### config.mk
export PLATFORM = sky130hd
export DESIGN_NAME = periodic_wakeup_timer
export DESIGN_NICKNAME = d
export VERILOG_FILES = /design/src/hdl/rc_tick_gen.v /design/src/hdl/watchdog_unit.v /design/src/hdl/periodic_wakeup_timer.v
export VERILOG_INCLUDE_DIRS = /design/src /design/src/hdl
export SDC_FILE = /design/constraint.sdc
export NUM_CORES = 1
export LEC_CHECK = 0
export ABC_AREA = 0
export BUFFER_PORTS_ARGS = -buffer_cell sky130_fd_sc_hd__buf_2
export CORE_MARGIN = 10
export CORE_UTILIZATION = 40
export DETAILED_ROUTE_END_ITERATION = 6
export PLACE_DENSITY = 0.67
export SLEW_MARGIN = 20
export SYNTH_ARGS = -nofsm -noshare
export SYNTH_HDL_FRONTEND = slang
export SYNTH_HIERARCHICAL = 1
export SYNTH_SLANG_ARGS = --single-unit
### constraint.sdc
create_clock -name aclk -period 2.3 [get_ports aclk]
set_input_delay 0.115 -clock aclk [delete_from_list [all_inputs] [get_ports aclk]]
set_output_delay 0.115 -clock aclk [all_outputs]
set_load 0.02 [all_outputs]
### src/hdl/apit_defs.vh
// Constants for the periodic timer and watchdog block
`ifndef APIT_DEFS_VH
`define APIT_DEFS_VH
// ----------------------------------------
// Register byte offsets
// ----------------------------------------
`define OFS_TIMER_CTRL 12'h000
`define OFS_TIMER_PERIOD 12'h004
`define OFS_IRQ_STATUS 12'h008
`define OFS_IRQ_MASK 12'h00C
`define OFS_RC_TRIM 12'h010
`define OFS_WD_CTRL 12'h014
`define OFS_WD_SERVICE 12'h018
`define OFS_TIMER_COUNT 12'h01C
// ----------------------------------------
// Timer control fields
// ----------------------------------------
`define CTRL_ENABLE 0
`define CTRL_CLKSEL 1
`define CTRL_EXTACC 2
`define CTRL_FREEZE_STAT 3
// ----------------------------------------
// Status and mask fields
// ----------------------------------------
`define ST_TIMER_FLAG 0
`define ST_WD_RESET 1
// ----------------------------------------
// Watchdog control fields
// ----------------------------------------
`define WD_TIMEOUT_LSB 0
`define WD_TIMEOUT_MSB 2
`define WD_WINDOW_BIT 3
`define WD_LOCKED_BIT 4
// ----------------------------------------
// Reset values and codes
// ----------------------------------------
`define PERIOD_RESET 16'h0000
`define TRIM_RESET 6'h20
`define WD_KEY_FIRST 8'h55
`define WD_KEY_SECOND 8'hAA
// ----------------------------------------
// Timing
// ----------------------------------------
`define STARTUP_DELAY_NS 100
`define CLK_PERIOD_NS 25
`define STARTUP_CYCLES 4'h4 // Delay rounded up to whole clock cycles
`define RC_DIV_MAX 6'h3F
`endif

### src/hdl/rc_tick_gen.v
// Tick generator standing in for the trimmable RC clock
`timescale 1ns/1ps
`include "apit_defs.vh"
module rc_tick_gen (
    input wire aclk,
    input wire aresetn,
    input wire [5:0] trim,
    output reg tick_q
);
    reg [5:0] cnt_q; // Divider count

    // --------------------------------
    // Divider: one pulse per trim+1 cycles
    // --------------------------------
    always @(posedge aclk) begin
        if (!aresetn) begin
            cnt_q <= 6'h00;
            tick_q <= 1'b0;
        end else if (cnt_q >= trim) begin
            cnt_q <= 6'h00;
            tick_q <= 1'b1;
        end else begin
            cnt_q <= cnt_q + 6'h01;
            tick_q <= 1'b0;
        end
    end
endmodule

### src/hdl/watchdog_unit.v
// Write-once watchdog with alternating service key check
`timescale 1ns/1ps
`include "apit_defs.vh"
module watchdog_unit (
    input wire aclk,
    input wire aresetn,
    input wire ctrl_we,
    input wire [3:0] ctrl_wdata,
    input wire svc_we,
    input wire [7:0] svc_wdata,
    output reg [2:0] timeout_sel_q,
    output reg window_en_q,
    output reg locked_q,
    output reg wd_reset_q
);
    reg expect_second_q; // Next key must be the second byte

    // --------------------------------
    // Configuration write-once and key sequence
    // --------------------------------
    always @(posedge aclk) begin
        if (!aresetn) begin
            timeout_sel_q <= 3'h0;
            window_en_q <= 1'b0;
            locked_q <= 1'b0;
            wd_reset_q <= 1'b0;
            expect_second_q <= 1'b0;
        end else begin
            wd_reset_q <= 1'b0;
            if (ctrl_we && !locked_q) begin
                timeout_sel_q <= ctrl_wdata[2:0];
                window_en_q <= ctrl_wdata[3];
                locked_q <= 1'b1;
            end
            if (svc_we && timeout_sel_q != 3'h0) begin
                if (svc_wdata == `WD_KEY_FIRST && !expect_second_q) begin
                    expect_second_q <= 1'b1;
                end else if (svc_wdata == `WD_KEY_SECOND && expect_second_q) begin
                    expect_second_q <= 1'b0;
                end else begin
                    // Bad or out-of-order byte
                    wd_reset_q <= 1'b1;
                    expect_second_q <= 1'b0;
                end
            end
        end
    end
endmodule

### src/hdl/periodic_wakeup_timer.v
// Periodic wakeup timer with AXI4-Lite registers and watchdog
//
// Our own choices: the register addresses and the AXI4-Lite interface to the registers.
`timescale 1ns/1ps
`include "apit_defs.vh"
module periodic_wakeup_timer (
    input wire aclk,
    input wire aresetn,
    input wire bus_clk_on,
    input wire [11:0] s_axi_awaddr,
    input wire s_axi_awvalid,
    output reg s_axi_awready,
    input wire [31:0] s_axi_wdata,
    input wire [3:0] s_axi_wstrb,
    input wire s_axi_wvalid,
    output reg s_axi_wready,
    output reg [1:0] s_axi_bresp,
    output reg s_axi_bvalid,
    input wire s_axi_bready,
    input wire [11:0] s_axi_araddr,
    input wire s_axi_arvalid,
    output reg s_axi_arready,
    output reg [31:0] s_axi_rdata,
    output reg [1:0] s_axi_rresp,
    output reg s_axi_rvalid,
    input wire s_axi_rready,
    output reg irq_q,
    output reg periodic_timer_wave_out,
    output reg watchdog_reset_q
);
    // ----------------------------------------
    // Register state
    // ----------------------------------------
    reg periodic_timer_enable; // Timer run bit
    reg periodic_timer_clock_select; // 1 selects RC clock
    reg periodic_timer_external_access; // Pin drive enable
    reg [15:0] periodic_timer_period; // Period in ticks
    reg [5:0] rc_clock_trim; // RC tick divider
    reg [1:0] status_q; // Sticky event bits
    reg [1:0] mask_q; // Interrupt enables
    reg [15:0] count_q; // Ticks remaining
    reg wave_q; // Toggles each period
    reg [3:0] start_q; // Startup delay count
    // ----------------------------------------
    // Bus holding registers
    // ----------------------------------------
    reg [11:0] awaddr_q; // Captured write address
    reg aw_have_q; // Address held
    reg [31:0] wdata_q; // Captured write data
    reg [3:0] wstrb_q; // Captured strobes
    reg w_have_q; // Data held
    wire do_write; // Both halves present
    wire wr_ctrl; // Commit to timer control
    wire wr_period; // Commit to period
    wire wr_status; // Commit to status, write one clears
    wire wr_mask; // Commit to interrupt mask
    wire wr_trim; // Commit to RC trim
    wire wr_wdc; // Commit to watchdog control
    wire wr_wds; // Commit to watchdog service
    wire rc_tick; // Slow RC rate pulse
    wire step; // One count step
    wire period_done; // Period elapsed this cycle
    wire [2:0] wd_timeout; // Locked timeout select
    wire wd_window; // Locked window enable
    wire wd_locked; // Control write used up
    wire wd_rst; // Bad key pulse
    reg [31:0] rd_word; // Read mux result
    reg rd_ok; // Address mapped

    // Address match for a word-aligned register
    function hit;
        input [11:0] addr;
        input [11:0] ofs;
        begin
            hit = (addr[11:2] == ofs[11:2]);
        end
    endfunction

    // ----------------------------------------
    // Submodules
    // ----------------------------------------
    // RC tick stands in for the slow trimmed oscillator
    // Watchdog sees only committed byte-lane-0 writes
    rc_tick_gen rc_tick_gen_i (
        .aclk(aclk),
        .aresetn(aresetn),
        .trim(rc_clock_trim),
        .tick_q(rc_tick)
    );

    watchdog_unit watchdog_unit_i (
        .aclk(aclk),
        .aresetn(aresetn),
        .ctrl_we(wr_wdc && wstrb_q[0]),
        .ctrl_wdata(wdata_q[3:0]),
        .svc_we(wr_wds && wstrb_q[0]),
        .svc_wdata(wdata_q[7:0]),
        .timeout_sel_q(wd_timeout),
        .window_en_q(wd_window),
        .locked_q(wd_locked),
        .wd_reset_q(wd_rst)
    );

    // Commit once both halves are held
    // and the previous response has been taken,
    // so a write never lands twice
    assign do_write = aw_have_q && w_have_q && !s_axi_bvalid;
    assign wr_ctrl = do_write && hit(awaddr_q, `OFS_TIMER_CTRL);
    assign wr_period = do_write && hit(awaddr_q, `OFS_TIMER_PERIOD);
    assign wr_status = do_write && hit(awaddr_q, `OFS_IRQ_STATUS);
    assign wr_mask = do_write && hit(awaddr_q, `OFS_IRQ_MASK);
    assign wr_trim = do_write && hit(awaddr_q, `OFS_RC_TRIM);
    assign wr_wdc = do_write && hit(awaddr_q, `OFS_WD_CTRL);
    assign wr_wds = do_write && hit(awaddr_q, `OFS_WD_SERVICE);

    // Clock source select, bus clock source frozen when bus clock gone, RC source keeps stepping
    assign step = periodic_timer_clock_select ? rc_tick : bus_clk_on;
    assign period_done = periodic_timer_enable && start_q == 4'h0 && step && count_q <= 16'h0001;

    // ----------------------------------------
    // Write channel capture
    // ----------------------------------------
    // Readies pulse every other idle cycle
    // Master must hold valid until it sees ready
    // Each half waits here until the other arrives
    // Response waits for the previous one to be taken
    always @(posedge aclk) begin
        if (!aresetn) begin
            aw_have_q <= 1'b0;
            w_have_q <= 1'b0;
            awaddr_q <= 12'h000;
            wdata_q <= 32'h0000_0000;
            wstrb_q <= 4'h0;
            s_axi_awready <= 1'b0;
            s_axi_wready <= 1'b0;
            s_axi_bvalid <= 1'b0;
            s_axi_bresp <= 2'b00;
        end else begin
            s_axi_awready <= !aw_have_q && !s_axi_awready;
            s_axi_wready <= !w_have_q && !s_axi_wready;
            if (s_axi_awvalid && s_axi_awready) begin
                aw_have_q <= 1'b1;
                awaddr_q <= s_axi_awaddr;
                s_axi_awready <= 1'b0;
            end
            if (s_axi_wvalid && s_axi_wready) begin
                w_have_q <= 1'b1;
                wdata_q <= s_axi_wdata;
                wstrb_q <= s_axi_wstrb;
                s_axi_wready <= 1'b0;
            end
            if (do_write) begin
                aw_have_q <= 1'b0;
                w_have_q <= 1'b0;
                s_axi_bvalid <= 1'b1;
                // Unmapped addresses answer SLVERR
                s_axi_bresp <= (awaddr_q <= (`OFS_TIMER_COUNT | 12'h003)) ? 2'b00 : 2'b10;
            end else if (s_axi_bvalid && s_axi_bready) begin
                s_axi_bvalid <= 1'b0;
            end
        end
    end

    // ----------------------------------------
    // Control registers
    // ----------------------------------------
    // Ignored writes still answer OKAY
    // Enable and pin access take effect at once
    // Trim and mask have no write guard
    always @(posedge aclk) begin
        if (!aresetn) begin
            periodic_timer_enable <= 1'b0;
            periodic_timer_clock_select <= 1'b0;
            periodic_timer_external_access <= 1'b0;
            periodic_timer_period <= `PERIOD_RESET;
            rc_clock_trim <= `TRIM_RESET;
            mask_q <= 2'b00;
        end else begin
            if (wr_ctrl && wstrb_q[0]) begin
                periodic_timer_enable <= wdata_q[`CTRL_ENABLE];
                periodic_timer_external_access <= wdata_q[`CTRL_EXTACC];
                // Select only changes while disabled
                if (!periodic_timer_enable) begin
                    periodic_timer_clock_select <= wdata_q[`CTRL_CLKSEL];
                end
            end
            // Period only changes while disabled
            if (wr_period && !periodic_timer_enable) begin
                if (wstrb_q[0]) periodic_timer_period[7:0] <= wdata_q[7:0];
                if (wstrb_q[1]) periodic_timer_period[15:8] <= wdata_q[15:8];
            end
            if (wr_trim && wstrb_q[0]) begin
                rc_clock_trim <= wdata_q[5:0];
            end
            if (wr_mask && wstrb_q[0]) begin
                mask_q <= wdata_q[1:0];
            end
        end
    end

    // ----------------------------------------
    // Period counter
    // ----------------------------------------
    // Disabled: count preloaded so enabling starts a period
    // Startup delay eats into the first period only
    // Reload on the elapsing step, no lost cycle
    // No step while the selected clock is stopped
    // Period zero behaves as one
    always @(posedge aclk) begin
        if (!aresetn) begin
            count_q <= 16'h0000;
            start_q <= 4'h0;
            wave_q <= 1'b0;
        end else if (!periodic_timer_enable) begin
            // Idle: arm startup delay and load period
            start_q <= `STARTUP_CYCLES;
            count_q <= periodic_timer_period;
            wave_q <= 1'b0;
        end else if (start_q != 4'h0) begin
            // Startup delay overlaps the first period
            start_q <= start_q - 4'h1;
            if (step && count_q > 16'h0001) count_q <= count_q - 16'h0001;
        end else if (period_done) begin
            count_q <= periodic_timer_period;
            wave_q <= !wave_q;
        end else if (step) begin
            count_q <= count_q - 16'h0001;
        end
    end

    // ----------------------------------------
    // Sticky status, set wins over clear
    // ----------------------------------------
    // Event in the same cycle as a clear keeps the bit
    // Only byte lane 0 clears
    // Flag stays while the timer is disabled
    always @(posedge aclk) begin
        if (!aresetn) begin
            status_q <= 2'b00;
        end else begin
            status_q[`ST_TIMER_FLAG] <= period_done ||
                (status_q[`ST_TIMER_FLAG] &&
                 !(wr_status && wstrb_q[0] && wdata_q[`ST_TIMER_FLAG]));
            status_q[`ST_WD_RESET] <= wd_rst ||
                (status_q[`ST_WD_RESET] &&
                 !(wr_status && wstrb_q[0] && wdata_q[`ST_WD_RESET]));
        end
    end

    // ----------------------------------------
    // Outputs
    // ----------------------------------------
    // One cycle behind status and mask
    // Pin low whenever either enable is off
    always @(posedge aclk) begin
        if (!aresetn) begin
            irq_q <= 1'b0;
            periodic_timer_wave_out <= 1'b0;
            watchdog_reset_q <= 1'b0;
        end else begin
            irq_q <= |(status_q & mask_q);
            periodic_timer_wave_out <= periodic_timer_enable &&
                periodic_timer_external_access && wave_q;
            watchdog_reset_q <= wd_rst;
        end
    end

    // ----------------------------------------
    // Read decode
    // ----------------------------------------
    // Decoded on the offered address
    // Unmapped offsets read zero with an error
    always @* begin
        rd_word = 32'h0000_0000;
        rd_ok = 1'b1;
        if (hit(s_axi_araddr, `OFS_TIMER_CTRL)) begin
            rd_word[`CTRL_ENABLE] = periodic_timer_enable;
            rd_word[`CTRL_CLKSEL] = periodic_timer_clock_select;
            rd_word[`CTRL_EXTACC] = periodic_timer_external_access;
            rd_word[`CTRL_FREEZE_STAT] = !periodic_timer_clock_select && !bus_clk_on;
        end else if (hit(s_axi_araddr, `OFS_TIMER_PERIOD)) begin
            rd_word[15:0] = periodic_timer_period;
        end else if (hit(s_axi_araddr, `OFS_IRQ_STATUS)) begin
            rd_word[1:0] = status_q;
        end else if (hit(s_axi_araddr, `OFS_IRQ_MASK)) begin
            rd_word[1:0] = mask_q;
        end else if (hit(s_axi_araddr, `OFS_RC_TRIM)) begin
            rd_word[5:0] = rc_clock_trim;
        end else if (hit(s_axi_araddr, `OFS_WD_CTRL)) begin
            rd_word[2:0] = wd_timeout;
            rd_word[`WD_WINDOW_BIT] = wd_window;
            rd_word[`WD_LOCKED_BIT] = wd_locked;
        end else if (hit(s_axi_araddr, `OFS_WD_SERVICE)) begin
            rd_word = 32'h0000_0000;
        end else if (hit(s_axi_araddr, `OFS_TIMER_COUNT)) begin
            rd_word[15:0] = count_q;
        end else begin
            rd_ok = 1'b0;
        end
    end

    // ----------------------------------------
    // Read channel
    // ----------------------------------------
    // Data latched as the address is taken
    // No new address while a read is pending
    // Ready pulses every other idle cycle
    always @(posedge aclk) begin
        if (!aresetn) begin
            s_axi_arready <= 1'b0;
            s_axi_rvalid <= 1'b0;
            s_axi_rdata <= 32'h0000_0000;
            s_axi_rresp <= 2'b00;
        end else begin
            s_axi_arready <= !s_axi_rvalid && !s_axi_arready;
            if (s_axi_arvalid && s_axi_arready) begin
                s_axi_arready <= 1'b0;
                s_axi_rvalid <= 1'b1;
                s_axi_rdata <= rd_word;
                s_axi_rresp <= rd_ok ? 2'b00 : 2'b10;
            end else if (s_axi_rvalid && s_axi_rready) begin
                s_axi_rvalid <= 1'b0;
            end
        end
    end
endmodule

==> results.sh, run 1 <==
export IMPL_outcome="finished clean"
export IMPL_yosys_top_cells_count="dfxtp_1 (120), nand2_1 (103), a21oi_1 (65), nor2_1 (62), mux2i_1 (31)"
export IMPL_port_buffers=71
export IMPL_power_mw=5.07
export IMPL_num_io_pins=112
export IMPL_drc=0
export IMPL_regToRegStartpoint="count_q[11]$_SDFFE_PN0P_"
export IMPL_dp_hpwl_mm=11.3
export IMPL_start_kind="flip-flop"
export IMPL_clockBufferDepth=2
export IMPL_worstSkewPairLatency_ns=0.42
export IMPL_avgSynthCellArea_sq_um=8.34
export IMPL_globalplace_congestion=0.892
export IMPL_routedWlPerCell_um=16.0
export IMPL_synthArstFlopShare=0
export IMPL_critPathCaptureType="flip-flop"
export IMPL_crit_path_start="count_q[11]$_SDFFE_PN0P_"
export IMPL_setup_tns_final_ns=0
export IMPL_crit_required_ns=2.60
export IMPL_grtUsageTotal=0.168
export IMPL_min_period_ns=2.29
export IMPL_synth_edf_count=0
export IMPL_insertedDiodeCount=0
export IMPL_die_area_sq_mm=0.0190
export IMPL_cts_tree="built"
export IMPL_synth_cell_types=66
export IMPL_crit_fanout=11
export IMPL_grt_ovfl_total=0
export IMPL_reg2reg_slack_ns=0.006
export IMPL_nFillCells=1210
export IMPL_hold_path_class="in2reg"
export IMPL_drtIter0Drc=429
export IMPL_whs_endpoint="s_axi_rresp[1]$_SDFFE_PN0P_"
export IMPL_max_freq_ghz=0.436
export IMPL_cts_root_buf="clkbuf_16"
export IMPL_wl_mm=15.7
export IMPL_initial_utilization=0.414
export IMPL_vias=5159
export IMPL_worstReg2RegEnd="count_q[3]$_SDFFE_PN0P_"
export IMPL_synth_area_leader_cell="dfxtp_1"
export IMPL_cap_violations=0
export IMPL_maxSlewViolCount=0
export IMPL_die_x_um=138
export IMPL_postRouteAntennaNets=0
export IMPL_std_cell_rows=42
export IMPL_hold_start="s_axi_arvalid"
export IMPL_coreArea_sq_mm=0.0134
export IMPL_arrival_ns=2.60
export IMPL_power_density_mw_per_mm2=706
export IMPL_netlist_instances=665
export IMPL_final_hold_violation_count=0
export IMPL_ys_seq_area_frac=0.433
export IMPL_synth_main_ff_cell="dfxtp_1"
export IMPL_place_area_sq_mm=0.00616
export IMPL_netlist_area_sq_mm=0.00555
export IMPL_areaGrowthSynthToFinish_pct=29.4
export IMPL_post_route_period_util=0.997
export IMPL_critPathKind="reg2reg"
export IMPL_grt_pass1_vias=5107
export IMPL_synth_most_common_cell="dfxtp_1"
export IMPL_worst_slew_pin_slew_ns=0.687
export IMPL_vias_per_cell=5.27
export IMPL_fp_dieH_um=138
export IMPL_antenna_found_initial=0
export IMPL_setup_viol=0
export IMPL_grt_pass1_wl_mm=25.6
export IMPL_cts_sinks=120
export IMPL_htreeDepth=4
export IMPL_fin_area_sq_mm=0.00718
export IMPL_dr_pass1_iters=5
export IMPL_yosysWarnings=6
export IMPL_max_slew_margin_rel=0.542
export IMPL_grt_max_degree=28
export IMPL_clock_skew_ns=0.00718
export IMPL_synth_area_top_cells="dfxtp_1 (43%), nand2_1 (7.0%), a21oi_1 (5.9%), mux2i_1 (5.6%), nor2_1 (4.2%)"
export IMPL_peakVddDrop_v=0.000458
export IMPL_fin_nets=868
export IMPL_cts_buffers=17
export IMPL_yosysTopAreaCellShare=0.433
export IMPL_rsz0062_at_grt="true"
export IMPL_yosys_register_bits=120
export IMPL_power_leakage_nw=2.95
export IMPL_min_path_cells=3
export IMPL_worst_r2r_path_depth=8
export IMPL_post_route_cells_drive_above_1_share=0.225
export IMPL_clkTransAtPathRegs_ns=0.06
layout by cell type (no fill, tap or decap), types with 8 or more instances in the layout:
cell type / n
a21oi_1: 64
nor3_1: 20
nor2b_1: 8
conb_1: 18
o21ai_0: 26
clkbuf_16: 18
buf_2: 71
mux2i_1: 31
nor4_1: 9
dlygate4sd3_1: 30
buf_4: 34
o21ai_1: 8
inv_1: 16
ha_1: 9
nand2_1: 99
dfxtp_1: 118
nor2_1: 60
a22oi_1: 14
nand3_1: 16
layer usage:
layer	vias up	global-route usage	wire length [um]
li1	2557	-	-
met1	2399	0.211	7020
met2	179	0.270	7340
met3	24	0.0473	1070
met4	0	0.0579	240
met5	-	0	0
worst max-delay path by stage:
| stage | end | slack [ns] | cells past startpoint |
|---|---|---|---|
| after CTS | count_q[7]$_SDFFE_PN0P_ | 0.004 | 8 |
| after global placement | count_q[8]$_SDFFE_PN0P_ | 0.06 | 8 |
| after detailed placement | count_q[7]$_SDFFE_PN0P_ | 0.01 | 8 |
| after global routing | count_q[7]$_SDFFE_PN0P_ | -0.07 | 8 |
| after floorplan | count_q[12]$_SDFFE_PN0P_ | 0.09 | 7 |
| final | count_q[3]$_SDFFE_PN0P_ | 0.006 | 8 |
cell type report:
class / instances / area (sq um) / share of cell area
clock buffers: 17 / 425 / 0.0592
well taps: 176 / 220 / 0.0307
multi-input cells: 494 / 2920 / 0.407
clock inverters: 15 / 154 / 0.0214
inverters: 17 / 63.8 / 0.00889
repair buffers: 140 / 990 / 0.138
flip-flops and latches: 120 / 2400 / 0.335
power breakdown:
part           internal, mW  switching (mW)
registers              2.12          0.0408
clock network          1.59           0.984
logic                 0.136           0.198
stage by stage:
stage               utilization  worst slack [ns]  std cells  hold slack [ns]
floorplan                     -            0.0911        682            0.232
global placement          0.460            0.0581        912            0.356
detailed placement        0.460            0.0146        912            0.365
CTS                       0.525           0.00412        974           0.0584
global route              0.536           -0.0737        979            0.104
finish                    0.536           0.00599        979           0.0696
what timing repair did:
action,in CTS,in global routing
endpoints found under the hold margin,30,0
buffers inserted,0,3
endpoints found under the setup margin,0,17
resized for setup,0,26
hold buffers,30,0
flip-flops by register name, indices dropped and copies added, names as in the netlist, 2 cells and up:
| register | count |
|---|---|
| rc_clock_trim | 6 |
| start_q | 4 |
| wstrb_q | 2 |
| status_q | 2 |
| rc_tick_gen_i/cnt_q | 6 |
| wdata_q | 16 |
| count_q | 16 |
| watchdog_unit_i/timeout_sel_q | 3 |
| periodic_timer_period | 16 |
| s_axi_rdata | 16 |
| mask_q | 2 |
| awaddr_q | 10 |
logic make-up after synthesis:
family,synth area share
multiplexers,0.0579
flip-flops,0.433
adder cells (fa/ha/maj),0.0225
other,0.000676
AO/OA/AOI/OAI,0.182
XOR/XNOR,0.00947
AND/OR/NAND/NOR,0.230
buffers and inverters,0.0647
worst max-delay path, cell delays in order (launching register included):
cell and delay, ns:
dfxtp_2 0.32, or4_4 0.55, or4_4 0.47, buf_6 0.15, o21ai_4 0.19, buf_4 0.21
nor2_1 0.06, o211ai_1 0.15, o21ai_1 0.08
Power figures use the tool's default switching activity.
==> run 2, diff against run 1 <==
GPL_TIMING_DRIVEN = 0   (was unset)
RECOVER_POWER = 50   (was unset)
REMOVE_ABC_BUFFERS = 1   (was unset)
==> results.sh, run 2 (synthesis gave the netlist of run 1 again) <==
export IMPL_crit_path_start="count_q[11]$_SDFFE_PN0P_"
export IMPL_drtIter0Drc=395
export IMPL_p_clk_frac=0.521
export IMPL_fin_nets=845
export IMPL_peakVddDrop_v=0.000495
export IMPL_critPathCaptureType="flip-flop"
export IMPL_insertedDiodeCount=0
export IMPL_dr_pass1_iters=5
export IMPL_std_cell_rows=42
export IMPL_die_x_um=138
export IMPL_post_route_cells_drive_above_1_share=0.157
export IMPL_hold_start="s_axi_arvalid"
export IMPL_postRouteAntennaNets=0
export IMPL_power_leakage_nw=2.73
export IMPL_worstSkewPairLatency_ns=0.42
export IMPL_initial_utilization=0.414
export IMPL_utilization=0.522
export IMPL_regToRegStartpoint="count_q[11]$_SDFFE_PN0P_"
export IMPL_max_slew_margin_rel=0.396
export IMPL_crit_path_top_delay_cell="or4_4"
export IMPL_clock_skew_ns=0.0146
export IMPL_cap_violations=0
export IMPL_max_freq_ghz=0.437
export IMPL_final_hold_violation_count=0
export IMPL_routedWlPerCell_um=15.8
export IMPL_final_cell_mix="dfxtp_1 (118), nand2_1 (102), a21oi_1 (65), nor2_1 (61), buf_2 (45)"
export IMPL_hold_path_class="in2reg"
export IMPL_grt_max_degree=40
export IMPL_dp_hpwl_mm=10.5
export IMPL_grt_pass1_wl_mm=24.2
export IMPL_post_route_period_util=0.996
export IMPL_grt_pass1_vias=4968
export IMPL_seqPwrFrac=0.417
export IMPL_power_density_mw_per_mm2=741
export IMPL_areaGrowthSynthToFinish_pct=26.0
export IMPL_cpMostUsedCell="or4_4"
export IMPL_setup_viol=0
export IMPL_arrival_ns=2.59
export IMPL_antenna_found_initial=0
export IMPL_htreeDepth=4
export IMPL_worst_slew_pin_slew_ns=0.898
export IMPL_fp_dieH_um=138
export IMPL_globalplace_congestion=0.903
export IMPL_vias_per_cell=5.35
export IMPL_maxSlewViolCount=0
export IMPL_vias=5108
export IMPL_crit_required_ns=2.60
export IMPL_outcome="finished clean"
export IMPL_cts_sinks=120
export IMPL_min_period_ns=2.29
export IMPL_critPathKind="reg2reg"
export IMPL_p_switching_mw=1.13
export IMPL_start_kind="flip-flop"
export IMPL_final_common_cell="dfxtp_1"
export IMPL_cts_tree="built"
export IMPL_clockBufferDepth=2
export IMPL_grtUsageTotal=0.159
export IMPL_reg2reg_slack_ns=0.009
export IMPL_p_comb_frac=0.063
export IMPL_dp_slack_ns=-0.573
export IMPL_cts_root_buf="clkbuf_16"
export IMPL_port_buffers=71
export IMPL_clkTransAtPathRegs_ns=0.05
export IMPL_rsz0062_at_grt="true"
export IMPL_grt_ovfl_total=0
export IMPL_slowest_delay_ns=0.57
export IMPL_setup_ws_ns=0.00926
export IMPL_wl_mm=15.1
export IMPL_path_cells="or4_4 > or4_4 > o21bai_4 > and2_4 > nor2_1 > a32o_1"
export IMPL_die_area_sq_mm=0.0190
export IMPL_netSwitchingFraction=0.218
export IMPL_coreArea_sq_mm=0.0134
export IMPL_num_io_pins=112
export IMPL_cts_buffers=17
export IMPL_crit_fanout=5
export IMPL_intPower_mw=4.05
export IMPL_drc=0
-- run 2: worst paths after layout --
check | endpoint | cells after the start
setup / recovery | count_q[13]$_SDFFE_PN0P_ | 6
hold / removal | s_axi_rresp[1]$_SDFFE_PN0P_ | 3
setup reg to reg | count_q[13]$_SDFFE_PN0P_ | 6
hold reg to reg | periodic_timer_wave_out$_SDFF_PN0_ | 2
-- run 2: power by group through the flow --
| stage | Clock [mW] | Sequential [mW] | Combinational (mW) |
|---|---|---|---|
| after floorplan | 0 | 2.20 | 0.159 |
| final | 2.70 | 2.16 | 0.324 |
| after global placement | 0 | 2.20 | 0.265 |
| after detailed placement | 0 | 2.20 | 0.274 |
| after CTS | 2.73 | 2.16 | 0.321 |
| after global routing | 2.82 | 2.17 | 0.360 |
-- run 2: area by class of cell --
| cell class | instances | area [sq um] |
|---|---|---|
| well taps | 176 | 220 |
| flip-flops and latches | 120 | 2410 |
| clock buffers | 23 | 488 |
| multi-input cells | 496 | 2920 |
| clock inverters | 8 | 119 |
| inverters | 17 | 65.1 |
| fillers | 1227 | 6410 |
| repair buffers | 115 | 769 |
-- run 2: repair_timing --
item | in CTS | in global routing
pin swaps | 5 | 8
cloned | 2 | 0
hold buffers | 30 | 0
setup endpoints to repair | 41 | 45
endpoints found under the hold margin | 30 | 0
resized for setup | 6 | 12
setup buffers | 6 | 7
-- run 2: worst max-delay path: cells and delay by family, from the launching register on --
| kind | cells | cell delay, ns |
|---|---|---|
| AND/OR/NAND/NOR | 4 | 1.38 |
| AO/OA/AOI/OAI | 2 | 0.44 |
| flip-flops | 1 | 0.35 |
-- run 2: stage by stage --
step | TNS, ns | total power [mW] | hold WS [ns] | instances | cell area (sq um)
after floorplan | -2.41 | 2.36 | 0.187 | 631 | 5320
after global placement | -77.98 | 2.47 | 0.357 | 878 | 5890
after detailed placement | -10.16 | 2.48 | 0.361 | 879 | 5910
after CTS | 0 | 5.21 | 0.0337 | 948 | 6930
after global routing | -0.211 | 5.35 | 0.0579 | 955 | 6990
final | 0 | 5.18 | 0.0485 | 955 | 6990
-- run 2: layer usage --
metal  global-route usage  vias up  wire length (um)
li1                     -     2519                 -
met1                0.193     2372              6550
met2                0.253      191              6990
met3               0.0495       26              1230
met4               0.0736        0               299
met5                    0        -                 0
